File: config.mk
export PLATFORM = sky130hd
export DESIGN_NAME = pctr_top
export DESIGN_NICKNAME = d
export VERILOG_FILES = /design/src/rtl/pctr_pkg.sv /design/src/rtl/pctr_remap.sv /design/src/rtl/pctr_top.sv
export SDC_FILE = /design/constraint.sdc
export NUM_CORES = 1
export LEC_CHECK = 0
export ABC_AREA = 1
export BUFFER_PORTS_ARGS = -buffer_cell sky130_fd_sc_hd__buf_4
export CORE_MARGIN = 5
export CORE_UTILIZATION = 45
export DETAILED_ROUTE_END_ITERATION = 7
export HOLD_SLACK_MARGIN = 0.08
export PLACE_DENSITY_LB_ADDON = 0.08
export SYNTH_ARGS = -nofsm -noshare
export SYNTH_HDL_FRONTEND = slang
export SYNTH_HIERARCHICAL = 1
export SYNTH_SLANG_ARGS = --single-unit
File: constraint.sdc
create_clock -name core_clk -period 4.2 [get_ports core_clk]
set_input_delay 0.42 -clock core_clk [delete_from_list [all_inputs] [get_ports core_clk]]
set_output_delay 0.42 -clock core_clk [all_outputs]
set_load 0.01 [all_outputs]
File: src/rtl/pctr_pkg.sv
package pctr_pkg;
   // ----------------------------------------------------------------
   // register indices (printed offsets are not all multiples of four)
   // ----------------------------------------------------------------
   localparam logic [7:0] PCTR_IDX_CAP = 8'h35;
   localparam logic [7:0] PCTR_IDX_IDENT = 8'h37;
   localparam logic [7:0] PCTR_IDX_SLOT0 = 8'h39;
   localparam logic [7:0] PCTR_IDX_SLOT1 = 8'h3A;
   localparam logic [7:0] PCTR_IDX_ALIAS0 = 8'h40;
   localparam logic [7:0] PCTR_IDX_ALIAS1 = 8'h41;
   localparam logic [7:0] PCTR_IDX_HOLD0 = 8'h1E;
   localparam logic [7:0] PCTR_IDX_HOLD1 = 8'h1F;
   // ----------------------------------------------------------------
   // field positions
   // ----------------------------------------------------------------
   localparam int PCTR_CAP_FREEZE_BIT = 7;
   localparam int PCTR_CAP_SELFTEST_BIT = 5;
   localparam int PCTR_CAP_PARTNER_MULTI_PORT_FLAG_BIT = 4;
   localparam int PCTR_CAP_PORT_MSB = 3;
   localparam int PCTR_IDENT_FREEZE_BIT = 0;
   // ----------------------------------------------------------------
   // reset values
   // ----------------------------------------------------------------
   localparam logic [7:0] PCTR_CAP_RESET = 8'h00;
   localparam logic [7:0] PCTR_SLOT_RESET = 8'h00;
   localparam logic [7:0] PCTR_HOLD_RESET = 8'h00;
   // arbitrary neutral identifier value
   localparam logic [6:0] PCTR_IDENT_RESET = 7'h2A;
   localparam logic PCTR_IDENT_FREEZE_RESET = 1'b0;
   localparam logic [6:0] PCTR_ALIAS_RESET = 7'h00;
   localparam int PCTR_NSLOT = 2;
   localparam logic [31:0] PCTR_PSLVERR_NONE = 32'h0000_0000;
endpackage

File: src/rtl/pctr_remap.sv
`timescale 1ns/1ps
`default_nettype none
module pctr_remap
   import pctr_pkg::*;
#(
   parameter int NSLOT = PCTR_NSLOT
)
(
   input wire logic [6:0] req_addr,
   input wire logic [NSLOT*7-1:0] alias_addr,
   input wire logic [NSLOT*7-1:0] target_addr,
   output logic [6:0] fwd_addr,
   output logic fwd_hit
);
   // lowest slot wins when two aliases collide
   always_comb
   begin
      fwd_addr = req_addr;
      fwd_hit = 1'b0;
      for (int i = NSLOT - 1; i >= 0; i--)
      begin
         if (alias_addr[i*7 +: 7] == req_addr &&
            alias_addr[i*7 +: 7] != 7'h00)
         begin
            fwd_addr = target_addr[i*7 +: 7];
            fwd_hit = 1'b1;
         end
      end
   end
endmodule
`default_nettype wire

File: src/rtl/pctr_top.sv
// Chosen here: the APB slave port.
`timescale 1ns/1ps
`default_nettype none
// Behaviour
// - capability freeze bit blocks automatic reload of partner capability fields
// - frozen capabilities stay at software values in holding registers 0x1E/0x1F
// - self-test request bit shows partner asking for link self-test
// - after back channel link detect, auto-load self-test, multi-port, port
// - multi-port flag 0 single-port partner, 1 multi-port partner
// - four-bit port field gives partner port of this serializer
// - seven-bit partner identifier normally loaded from the partner
// - identifier freeze stops loading and keeps software value
// - slot zero holds seven-bit physical target address in bits 7:1
// - transaction to slot alias has address replaced by physical address
// - slot one gives same storage and remapping tied to alias one
module pctr_top
   import pctr_pkg::*;
(
   input wire logic core_clk,
   input wire logic reset,
   input wire logic psel,
   input wire logic penable,
   input wire logic pwrite,
   input wire logic [11:0] paddr,
   input wire logic [31:0] pwdata,
   input wire logic [3:0] pstrb,
   output logic [31:0] prdata,
   output logic pready,
   output logic pslverr,
   input wire logic link_detected,
   input wire logic cap_load_valid,
   input wire logic cap_load_selftest,
   input wire logic cap_load_multi_port,
   input wire logic [3:0] cap_load_port,
   input wire logic ident_load_valid,
   input wire logic [6:0] ident_load_value,
   input wire logic [6:0] i2c_req_addr,
   output logic [6:0] i2c_fwd_addr,
   output logic i2c_fwd_hit,
   output logic link_selftest_request,
   output logic partner_multi_port_flag,
   output logic [3:0] partner_port,
   output logic [6:0] remote_deserializer_ident
);
   // ----------------------------------------------------------------
   // register state
   // ----------------------------------------------------------------
   logic capability_freeze;
   logic cap_reserved;
   logic cap_selftest;
   logic cap_partner_multi_port_flag;
   logic [3:0] cap_port;
   logic [7:0] hold0;
   logic [7:0] hold1;
   logic [6:0] ident;
   logic ident_freeze;
   logic [6:0] target_slot_zero_addr;
   logic [6:0] target_slot_one_addr;
   logic [6:0] alias0;
   logic [6:0] alias1;
   // ----------------------------------------------------------------
   // bus decode
   // ----------------------------------------------------------------
   function automatic logic hit(input logic [11:0] a, input logic [7:0] idx);
      hit = (a[11:2] == {2'b00, idx}) && (a[1:0] == 2'b00);
   endfunction
   wire logic access = psel && penable;
   wire logic wr_lane0 = access && pwrite && pstrb[0];
   wire logic sel_cap = hit(paddr, PCTR_IDX_CAP);
   wire logic sel_ident = hit(paddr, PCTR_IDX_IDENT);
   wire logic sel_slot0 = hit(paddr, PCTR_IDX_SLOT0);
   wire logic sel_slot1 = hit(paddr, PCTR_IDX_SLOT1);
   wire logic sel_alias0 = hit(paddr, PCTR_IDX_ALIAS0);
   wire logic sel_alias1 = hit(paddr, PCTR_IDX_ALIAS1);
   wire logic sel_hold0 = hit(paddr, PCTR_IDX_HOLD0);
   wire logic sel_hold1 = hit(paddr, PCTR_IDX_HOLD1);
   wire logic sel_any = sel_cap || sel_ident || sel_slot0 || sel_slot1 ||
      sel_alias0 || sel_alias1 || sel_hold0 || sel_hold1;
   wire logic wr_cap = wr_lane0 && sel_cap;
   wire logic wr_ident = wr_lane0 && sel_ident;
   // automatic loads only once the back channel is up
   wire logic cap_auto = cap_load_valid && link_detected &&
      !capability_freeze;
   wire logic ident_auto = ident_load_valid && link_detected &&
      !ident_freeze;
   wire logic [7:0] cap_read = {capability_freeze, cap_reserved,
      cap_selftest, cap_partner_multi_port_flag, cap_port};
   wire logic [7:0] ident_read = {ident, ident_freeze};
   logic [7:0] next_rdata;
   always_comb
   begin
      next_rdata = 8'h00;
      if (sel_cap)
         next_rdata = cap_read;
      if (sel_ident)
         next_rdata = ident_read;
      if (sel_slot0)
         next_rdata = {target_slot_zero_addr, 1'b0};
      if (sel_slot1)
         next_rdata = {target_slot_one_addr, 1'b0};
      if (sel_alias0)
         next_rdata = {alias0, 1'b0};
      if (sel_alias1)
         next_rdata = {alias1, 1'b0};
      if (sel_hold0)
         next_rdata = hold0;
      if (sel_hold1)
         next_rdata = hold1;
   end
   // zero wait states: a simple bank has nothing to stall for
   assign pready = 1'b1;
   assign pslverr = access && !sel_any;
   assign prdata = {24'h000000, next_rdata};
   // ----------------------------------------------------------------
   // capability register
   // ----------------------------------------------------------------
   always_ff @(posedge core_clk or posedge reset)
   begin
      if (reset)
      begin
         capability_freeze <= PCTR_CAP_RESET[PCTR_CAP_FREEZE_BIT];
         cap_reserved <= PCTR_CAP_RESET[6];
         cap_selftest <= PCTR_CAP_RESET[PCTR_CAP_SELFTEST_BIT];
         cap_partner_multi_port_flag <= PCTR_CAP_RESET[PCTR_CAP_PARTNER_MULTI_PORT_FLAG_BIT];
         cap_port <= PCTR_CAP_RESET[PCTR_CAP_PORT_MSB:0];
      end
      else if (wr_cap)
      begin
         // software wins over a coincident load
         capability_freeze <= pwdata[PCTR_CAP_FREEZE_BIT];
         cap_reserved <= pwdata[6];
         cap_selftest <= pwdata[PCTR_CAP_SELFTEST_BIT];
         cap_partner_multi_port_flag <= pwdata[PCTR_CAP_PARTNER_MULTI_PORT_FLAG_BIT];
         cap_port <= pwdata[PCTR_CAP_PORT_MSB:0];
      end
      else if (cap_auto)
      begin
         cap_selftest <= cap_load_selftest;
         cap_partner_multi_port_flag <= cap_load_multi_port;
         cap_port <= cap_load_port;
      end
   end
   // ----------------------------------------------------------------
   // holding, identifier, slot and alias registers
   // ----------------------------------------------------------------
   always_ff @(posedge core_clk or posedge reset)
   begin
      if (reset)
      begin
         hold0 <= PCTR_HOLD_RESET;
         hold1 <= PCTR_HOLD_RESET;
         target_slot_zero_addr <= PCTR_SLOT_RESET[7:1];
         target_slot_one_addr <= PCTR_SLOT_RESET[7:1];
         alias0 <= PCTR_ALIAS_RESET;
         alias1 <= PCTR_ALIAS_RESET;
      end
      else
      begin
         if (wr_lane0 && sel_hold0)
            hold0 <= pwdata[7:0];
         if (wr_lane0 && sel_hold1)
            hold1 <= pwdata[7:0];
         if (wr_lane0 && sel_slot0)
            target_slot_zero_addr <= pwdata[7:1];
         if (wr_lane0 && sel_slot1)
            target_slot_one_addr <= pwdata[7:1];
         if (wr_lane0 && sel_alias0)
            alias0 <= pwdata[7:1];
         if (wr_lane0 && sel_alias1)
            alias1 <= pwdata[7:1];
      end
   end
   always_ff @(posedge core_clk or posedge reset)
   begin
      if (reset)
      begin
         ident <= PCTR_IDENT_RESET;
         ident_freeze <= PCTR_IDENT_FREEZE_RESET;
      end
      else if (wr_ident)
      begin
         ident <= pwdata[7:1];
         ident_freeze <= pwdata[PCTR_IDENT_FREEZE_BIT];
      end
      else if (ident_auto)
         ident <= ident_load_value;
   end
   // ----------------------------------------------------------------
   // capabilities in effect
   // ----------------------------------------------------------------
   // while frozen, effect comes from the holding pair, not the live fields
   always_ff @(posedge core_clk or posedge reset)
   begin
      if (reset)
      begin
         link_selftest_request <= PCTR_CAP_RESET[PCTR_CAP_SELFTEST_BIT];
         partner_multi_port_flag <= PCTR_CAP_RESET[PCTR_CAP_PARTNER_MULTI_PORT_FLAG_BIT];
         partner_port <= PCTR_CAP_RESET[PCTR_CAP_PORT_MSB:0];
         remote_deserializer_ident <= PCTR_IDENT_RESET;
      end
      else
      begin
         if (capability_freeze)
         begin
            link_selftest_request <= hold0[PCTR_CAP_SELFTEST_BIT];
            partner_multi_port_flag <= hold0[PCTR_CAP_PARTNER_MULTI_PORT_FLAG_BIT];
            partner_port <= hold1[3:0];
         end
         else
         begin
            link_selftest_request <= cap_selftest;
            partner_multi_port_flag <= cap_partner_multi_port_flag;
            partner_port <= cap_port;
         end
         remote_deserializer_ident <= ident;
      end
   end
   // ----------------------------------------------------------------
   // alias remapping
   // ----------------------------------------------------------------
   pctr_remap #(.NSLOT(PCTR_NSLOT)) u_remap
   (
      .req_addr(i2c_req_addr),
      .alias_addr({alias1, alias0}),
      .target_addr({target_slot_one_addr, target_slot_zero_addr}),
      .fwd_addr(i2c_fwd_addr),
      .fwd_hit(i2c_fwd_hit)
   );
   // ----------------------------------------------------------------
   // assertions
   // ----------------------------------------------------------------
   property p_freeze_blocks;
      @(posedge core_clk) disable iff (reset)
      (capability_freeze && !wr_cap) |=> $stable(cap_port) && $stable(cap_partner_multi_port_flag);
   endproperty
   a_freeze_blocks: assert property (p_freeze_blocks)
      else $error("capability field changed while frozen");
   property p_hold_effect;
      @(posedge core_clk) disable iff (reset)
      capability_freeze |=> partner_port == $past(hold1[3:0]);
   endproperty
   a_hold_effect: assert property (p_hold_effect)
      else $error("frozen port not from holding register");
   property p_auto_load;
      @(posedge core_clk) disable iff (reset)
      (cap_auto && !wr_cap) |=> cap_selftest == $past(cap_load_selftest)
         && cap_port == $past(cap_load_port);
   endproperty
   a_auto_load: assert property (p_auto_load)
      else $error("auto load not applied");
   property p_no_load_without_link;
      @(posedge core_clk) disable iff (reset)
      (!link_detected && !wr_cap) |=> $stable(cap_selftest);
   endproperty
   a_no_load_without_link: assert property (p_no_load_without_link)
      else $error("load without link");
   property p_partner_multi_port_flag_effect;
      @(posedge core_clk) disable iff (reset)
      !capability_freeze ##1 !$past(capability_freeze)
         |-> partner_multi_port_flag == $past(cap_partner_multi_port_flag);
   endproperty
   a_partner_multi_port_flag_effect: assert property (p_partner_multi_port_flag_effect)
      else $error("multi-port flag mismatch");
   property p_ident_load;
      @(posedge core_clk) disable iff (reset)
      (ident_auto && !wr_ident) |=> ident == $past(ident_load_value);
   endproperty
   a_ident_load: assert property (p_ident_load)
      else $error("identifier not loaded");
   property p_ident_freeze;
      @(posedge core_clk) disable iff (reset)
      (ident_freeze && !wr_ident) |=> $stable(ident);
   endproperty
   a_ident_freeze: assert property (p_ident_freeze)
      else $error("identifier changed while frozen");
   property p_remap0;
      @(posedge core_clk) disable iff (reset)
      (i2c_req_addr == alias0 && alias0 != 0)
         |-> i2c_fwd_addr == target_slot_zero_addr;
   endproperty
   a_remap0: assert property (p_remap0)
      else $error("slot zero remap wrong");
   property p_remap1;
      @(posedge core_clk) disable iff (reset)
      (i2c_req_addr == alias1 && alias1 != 0 && alias1 != alias0)
         |-> i2c_fwd_addr == target_slot_one_addr;
   endproperty
   a_remap1: assert property (p_remap1)
      else $error("slot one remap wrong");
   property p_sw_wins;
      @(posedge core_clk) disable iff (reset)
      (wr_cap && cap_auto) |=> cap_port == $past(pwdata[3:0]);
   endproperty
   a_sw_wins: assert property (p_sw_wins)
      else $error("software write lost to auto load");
   property p_slot_write;
      @(posedge core_clk) disable iff (reset)
      (wr_lane0 && sel_slot0) |=> target_slot_zero_addr == $past(pwdata[7:1]);
   endproperty
   a_slot_write: assert property (p_slot_write)
      else $error("slot zero write lost");
   property p_selftest_effect;
      @(posedge core_clk) disable iff (reset)
      !capability_freeze |=> link_selftest_request == $past(cap_selftest);
   endproperty
   a_selftest_effect: assert property (p_selftest_effect)
      else $error("self-test request not from live field");
   property p_port_effect;
      @(posedge core_clk) disable iff (reset)
      !capability_freeze |=> partner_port == $past(cap_port);
   endproperty
   a_port_effect: assert property (p_port_effect)
      else $error("partner port not from live field");
   property p_hold_flags;
      @(posedge core_clk) disable iff (reset)
      capability_freeze |=>
         link_selftest_request == $past(hold0[PCTR_CAP_SELFTEST_BIT]) &&
         partner_multi_port_flag == $past(hold0[PCTR_CAP_PARTNER_MULTI_PORT_FLAG_BIT]);
   endproperty
   a_hold_flags: assert property (p_hold_flags)
      else $error("frozen flags not from holding register");
   property p_ident_effect;
      @(posedge core_clk) disable iff (reset)
      1'b1 |=> remote_deserializer_ident == $past(ident);
   endproperty
   a_ident_effect: assert property (p_ident_effect)
      else $error("identifier output not from register");
   property p_slot1_write;
      @(posedge core_clk) disable iff (reset)
      (wr_lane0 && sel_slot1) |=> target_slot_one_addr == $past(pwdata[7:1]);
   endproperty
   a_slot1_write: assert property (p_slot1_write)
      else $error("slot one write lost");
   c_ident_frozen: cover property (@(posedge core_clk) disable iff (reset)
      ident_freeze && ident_load_valid && link_detected);
   c_auto: cover property (@(posedge core_clk) disable iff (reset) cap_auto);
   c_frozen: cover property (@(posedge core_clk) disable iff (reset)
      capability_freeze && cap_load_valid && link_detected);
   c_remap: cover property (@(posedge core_clk) disable iff (reset)
      i2c_fwd_hit);
   c_clash: cover property (@(posedge core_clk) disable iff (reset)
      wr_cap && cap_auto);
endmodule
`default_nettype wire

==> results.toml <==
[route]
wl_per_cell_um = 14.8
drt.antenna.violating_nets = 0
firstDrtPassIters = 5
drt_first_iter_violations = 309
drt-total-wl_um = 12500
vias_per_cell = 5.09
route.detailed.drc = 0
vias = 4279

[timing]
worst_slew_pin_slew_ns = 0.867
finalHoldViolCount = 0
timing.final.crit_share_pct = 69.2
finClkSkew_ns = 0.00779
tns_ns = 0
rsz0062_at_grt = "false"
holdWs_ns = 0.199
finalMaxSlewViolations = 0
setup_violations = 0
fmax_mhz = 344
fin_ws_ns = 1.29
slew_headroom_pct = 42.0
fin_crit_ns = 2.91

[power_and_ir_drop]
power_density_nw_per_um2 = 296
power.leakage_nw = 2.70
finalPower_mw = 1.54
vdd_drop_max_v = 0.000163

[critical_path]
regToRegEndpoint = "ident[1]"
crit_top_cell = "nand2_1"
crit_slowest_cell = "nor2_1"
cp.arrival_ns = 2.49
crit_path_start = "paddr[11]"
rr_startpoint = "ident_freeze"
rr_worst_depth = 5
criticalPathCategory = "input port to output port"
slowest_delay_ns = 0.55
worstSetupEndpoint = "prdata[5]"
crit_required_ns = 3.78
crit_fanout = 12
cp-start-kind = "input port"
reg2reg_slack_ns = 2.61
endpoint_kind = "output port"
worstPathCellList = "buf_4 -> nor2_2 -> nand3_1 -> nor2_1 -> o21ai_1 -> nand3_1 -> nand2_1 -> nand2_1 -> nand2_1 -> nand2_1 -> nand2_1 -> buf_4"

[cells_and_area]
final_cell_area_um2 = 5190
stdcell_count = 841
diodes = 0
nNetsFinal = 779
utilization_pct = 53.8
synthToLayoutAreaGrowth_pct = 18.1
final_layout_size_suffix_gt1_share_pct = 16.9

[outcome]
status = "finished clean"

[grt]
grt_antenna_before_repair = 0
gr-total-overflow = 0
grt_pass1_vias = 3932
grt_usage_pct = 22.4
grt_first_pass_wirelength_um = 20200
grt_max_degree = 40

[cts]
htree_levels = 3
clkTransAtPathRegs_ns = 0.07
cts_buffers = 9
clock_sinks = 73
cts_buffer_depth = 2
postCtsSetupBuffers = 0
clock_latency_ns = 0.35
cts_tree = "built"
cts.repair.resized = 0
root_buffer = "clkbuf_8"
hold_buffers = 0

[floorplan]
rows = 36
die_area_um2 = 11800
ios = 131
die_x_um = 109
initial_utilization_pct = 45.6
fp.dieH_um = 109
core_area_um2 = 9640

[logic_synthesis]
synth.most_common_cell = "nand2_1"
ys_warn_count = 6
netlist_area_um2 = 4390
synth_seq_area_share_pct = 41.8
yosysTopAreaCell = "dfrtp_1"
synth_cells = 630
avgSynthCellArea_um2 = 6.97
synth_edf_count = 0
synth-seq-cells = 73
synth_area_leaders = "dfrtp_1 (38%), nand2_1 (16%), nand3_1 (7.9%)"
yosysUniqueCellTypes = 31
synthArstFlopShare_pct = 100
synth_ff_type = "dfrtp_1"
synth_top_area_share_pct = 38.2
synth_commonest_cells = "nand2_1 (191), inv_1 (83), nand3_1 (69)"

[placement]
io_buffers = 78
hpwlAfterDp_um = 9380
place_inst = 825
routabilityCongestion = 0.893
postPlaceCellArea_um2 = 4980
pre_cts_ws_ns = 1.34

[flow_run]
maxCapViolations = 0

[hold_path]
min_path_type = "input port to async pin"
==> layout make-up <==
cell class	instances	area, um^2
inverters	92	345
clock buffers	14	173
repair buffers	79	593
multi-input cells	448	2040
fillers	973	4450
flip-flops and latches	73	1830
clock inverters	2	37.5
well taps	133	166
==> metal layers <==
| metal | track usage [%] | up-vias | wire length (um) | share of wire [%] |
|---|---|---|---|---|
| met1 | 31.4 | 2002 | 5680 | 46 |
| met3 | 3.97 | 21 | 837 | 6.7 |
| met5 | 0 | - | 0 | 0 |
| met2 | 34.9 | 160 | 5700 | 46 |
| met4 | 7.57 | 0 | 261 | 2.1 |
| li1 | - | 2096 | - | - |
==> registers in the layout (all words and copies together), names as in the netlist, 4 cells and up <==
signal,count
alias0,7
alias1,7
cap_port,4
hold0,8
hold1,8
ident,7
partner_port,4
remote_deserializer_ident,7
target_slot_one_addr,7
target_slot_zero_addr,7
==> worst max-delay path: cells and delay by family <==
family / cells / cell delay [ns]
buffers and inverters: 2 / 0.25
AO/OA/AOI/OAI: 1 / 0.36
AND/OR/NAND/NOR: 9 / 1.45
==> cells in the final DEF (no fill, tap or decap) <==
cell type	instances
buf_4	79
and2_1	1
nor3_1	1
inv_1	82
a21oi_1	23
nand2_2	2
conb_1	25
nor2_2	4
bufinv_16	1
clkinvlp_4	1
and3_1	1
o21ai_1	32
nand3b_1	1
inv_2	9
dfstp_2	6
nand4_1	2
xor2_1	2
o211ai_1	7
nor4_1	1
clkbuf_8	12
nor2_1	41
nor3_4	1
clkbuf_1	2
o221ai_1	6
nand3_2	2
clkinv_1	1
xnor2_1	4
nor3_2	2
nand3_1	69
o21ai_0	29
nand2_1	191
nor2_4	1
dfrtp_1	67
==> power by group <==
part | switching (mW) | internal (mW) | leakage (nW) | total (mW)
sequential | 0.0138 | 0.740 | 0.965 | 0.754
clock | 0.258 | 0.324 | 0.103 | 0.582
combinational | 0.120 | 0.0819 | 1.63 | 0.202
==> worst min path at each step <==
| stage | slack [ns] | to | depth (start not counted) |
|---|---|---|---|
| finish | 0.20 | link_selftest_request | 2 |
| global route | 0.25 | link_selftest_request | 2 |
| CTS | 0.22 | link_selftest_request | 2 |
| detailed placement | 0.36 | remote_deserializer_ident[1] | 0 |
| global placement | 0.36 | remote_deserializer_ident[3] | 0 |
| floorplan | 0.35 | remote_deserializer_ident[0] | 0 |
==> kinds of logic (layout without fill, tap and decap cells) <==
| logic type | Yosys count | in the layout | share of synthesized area (%) |
|---|---|---|---|
| AND/OR/NAND/NOR | 320 | 320 | 31.1 |
| buffers and inverters | 132 | 187 | 13.8 |
| AO/OA/AOI/OAI | 97 | 97 | 12.0 |
| flip-flops | 73 | 73 | 41.8 |
| XOR/XNOR | 6 | 6 | 1.20 |
| other | 2 | 25 | 0.171 |
No activity file was read; power rests on OpenSTA's default activity.
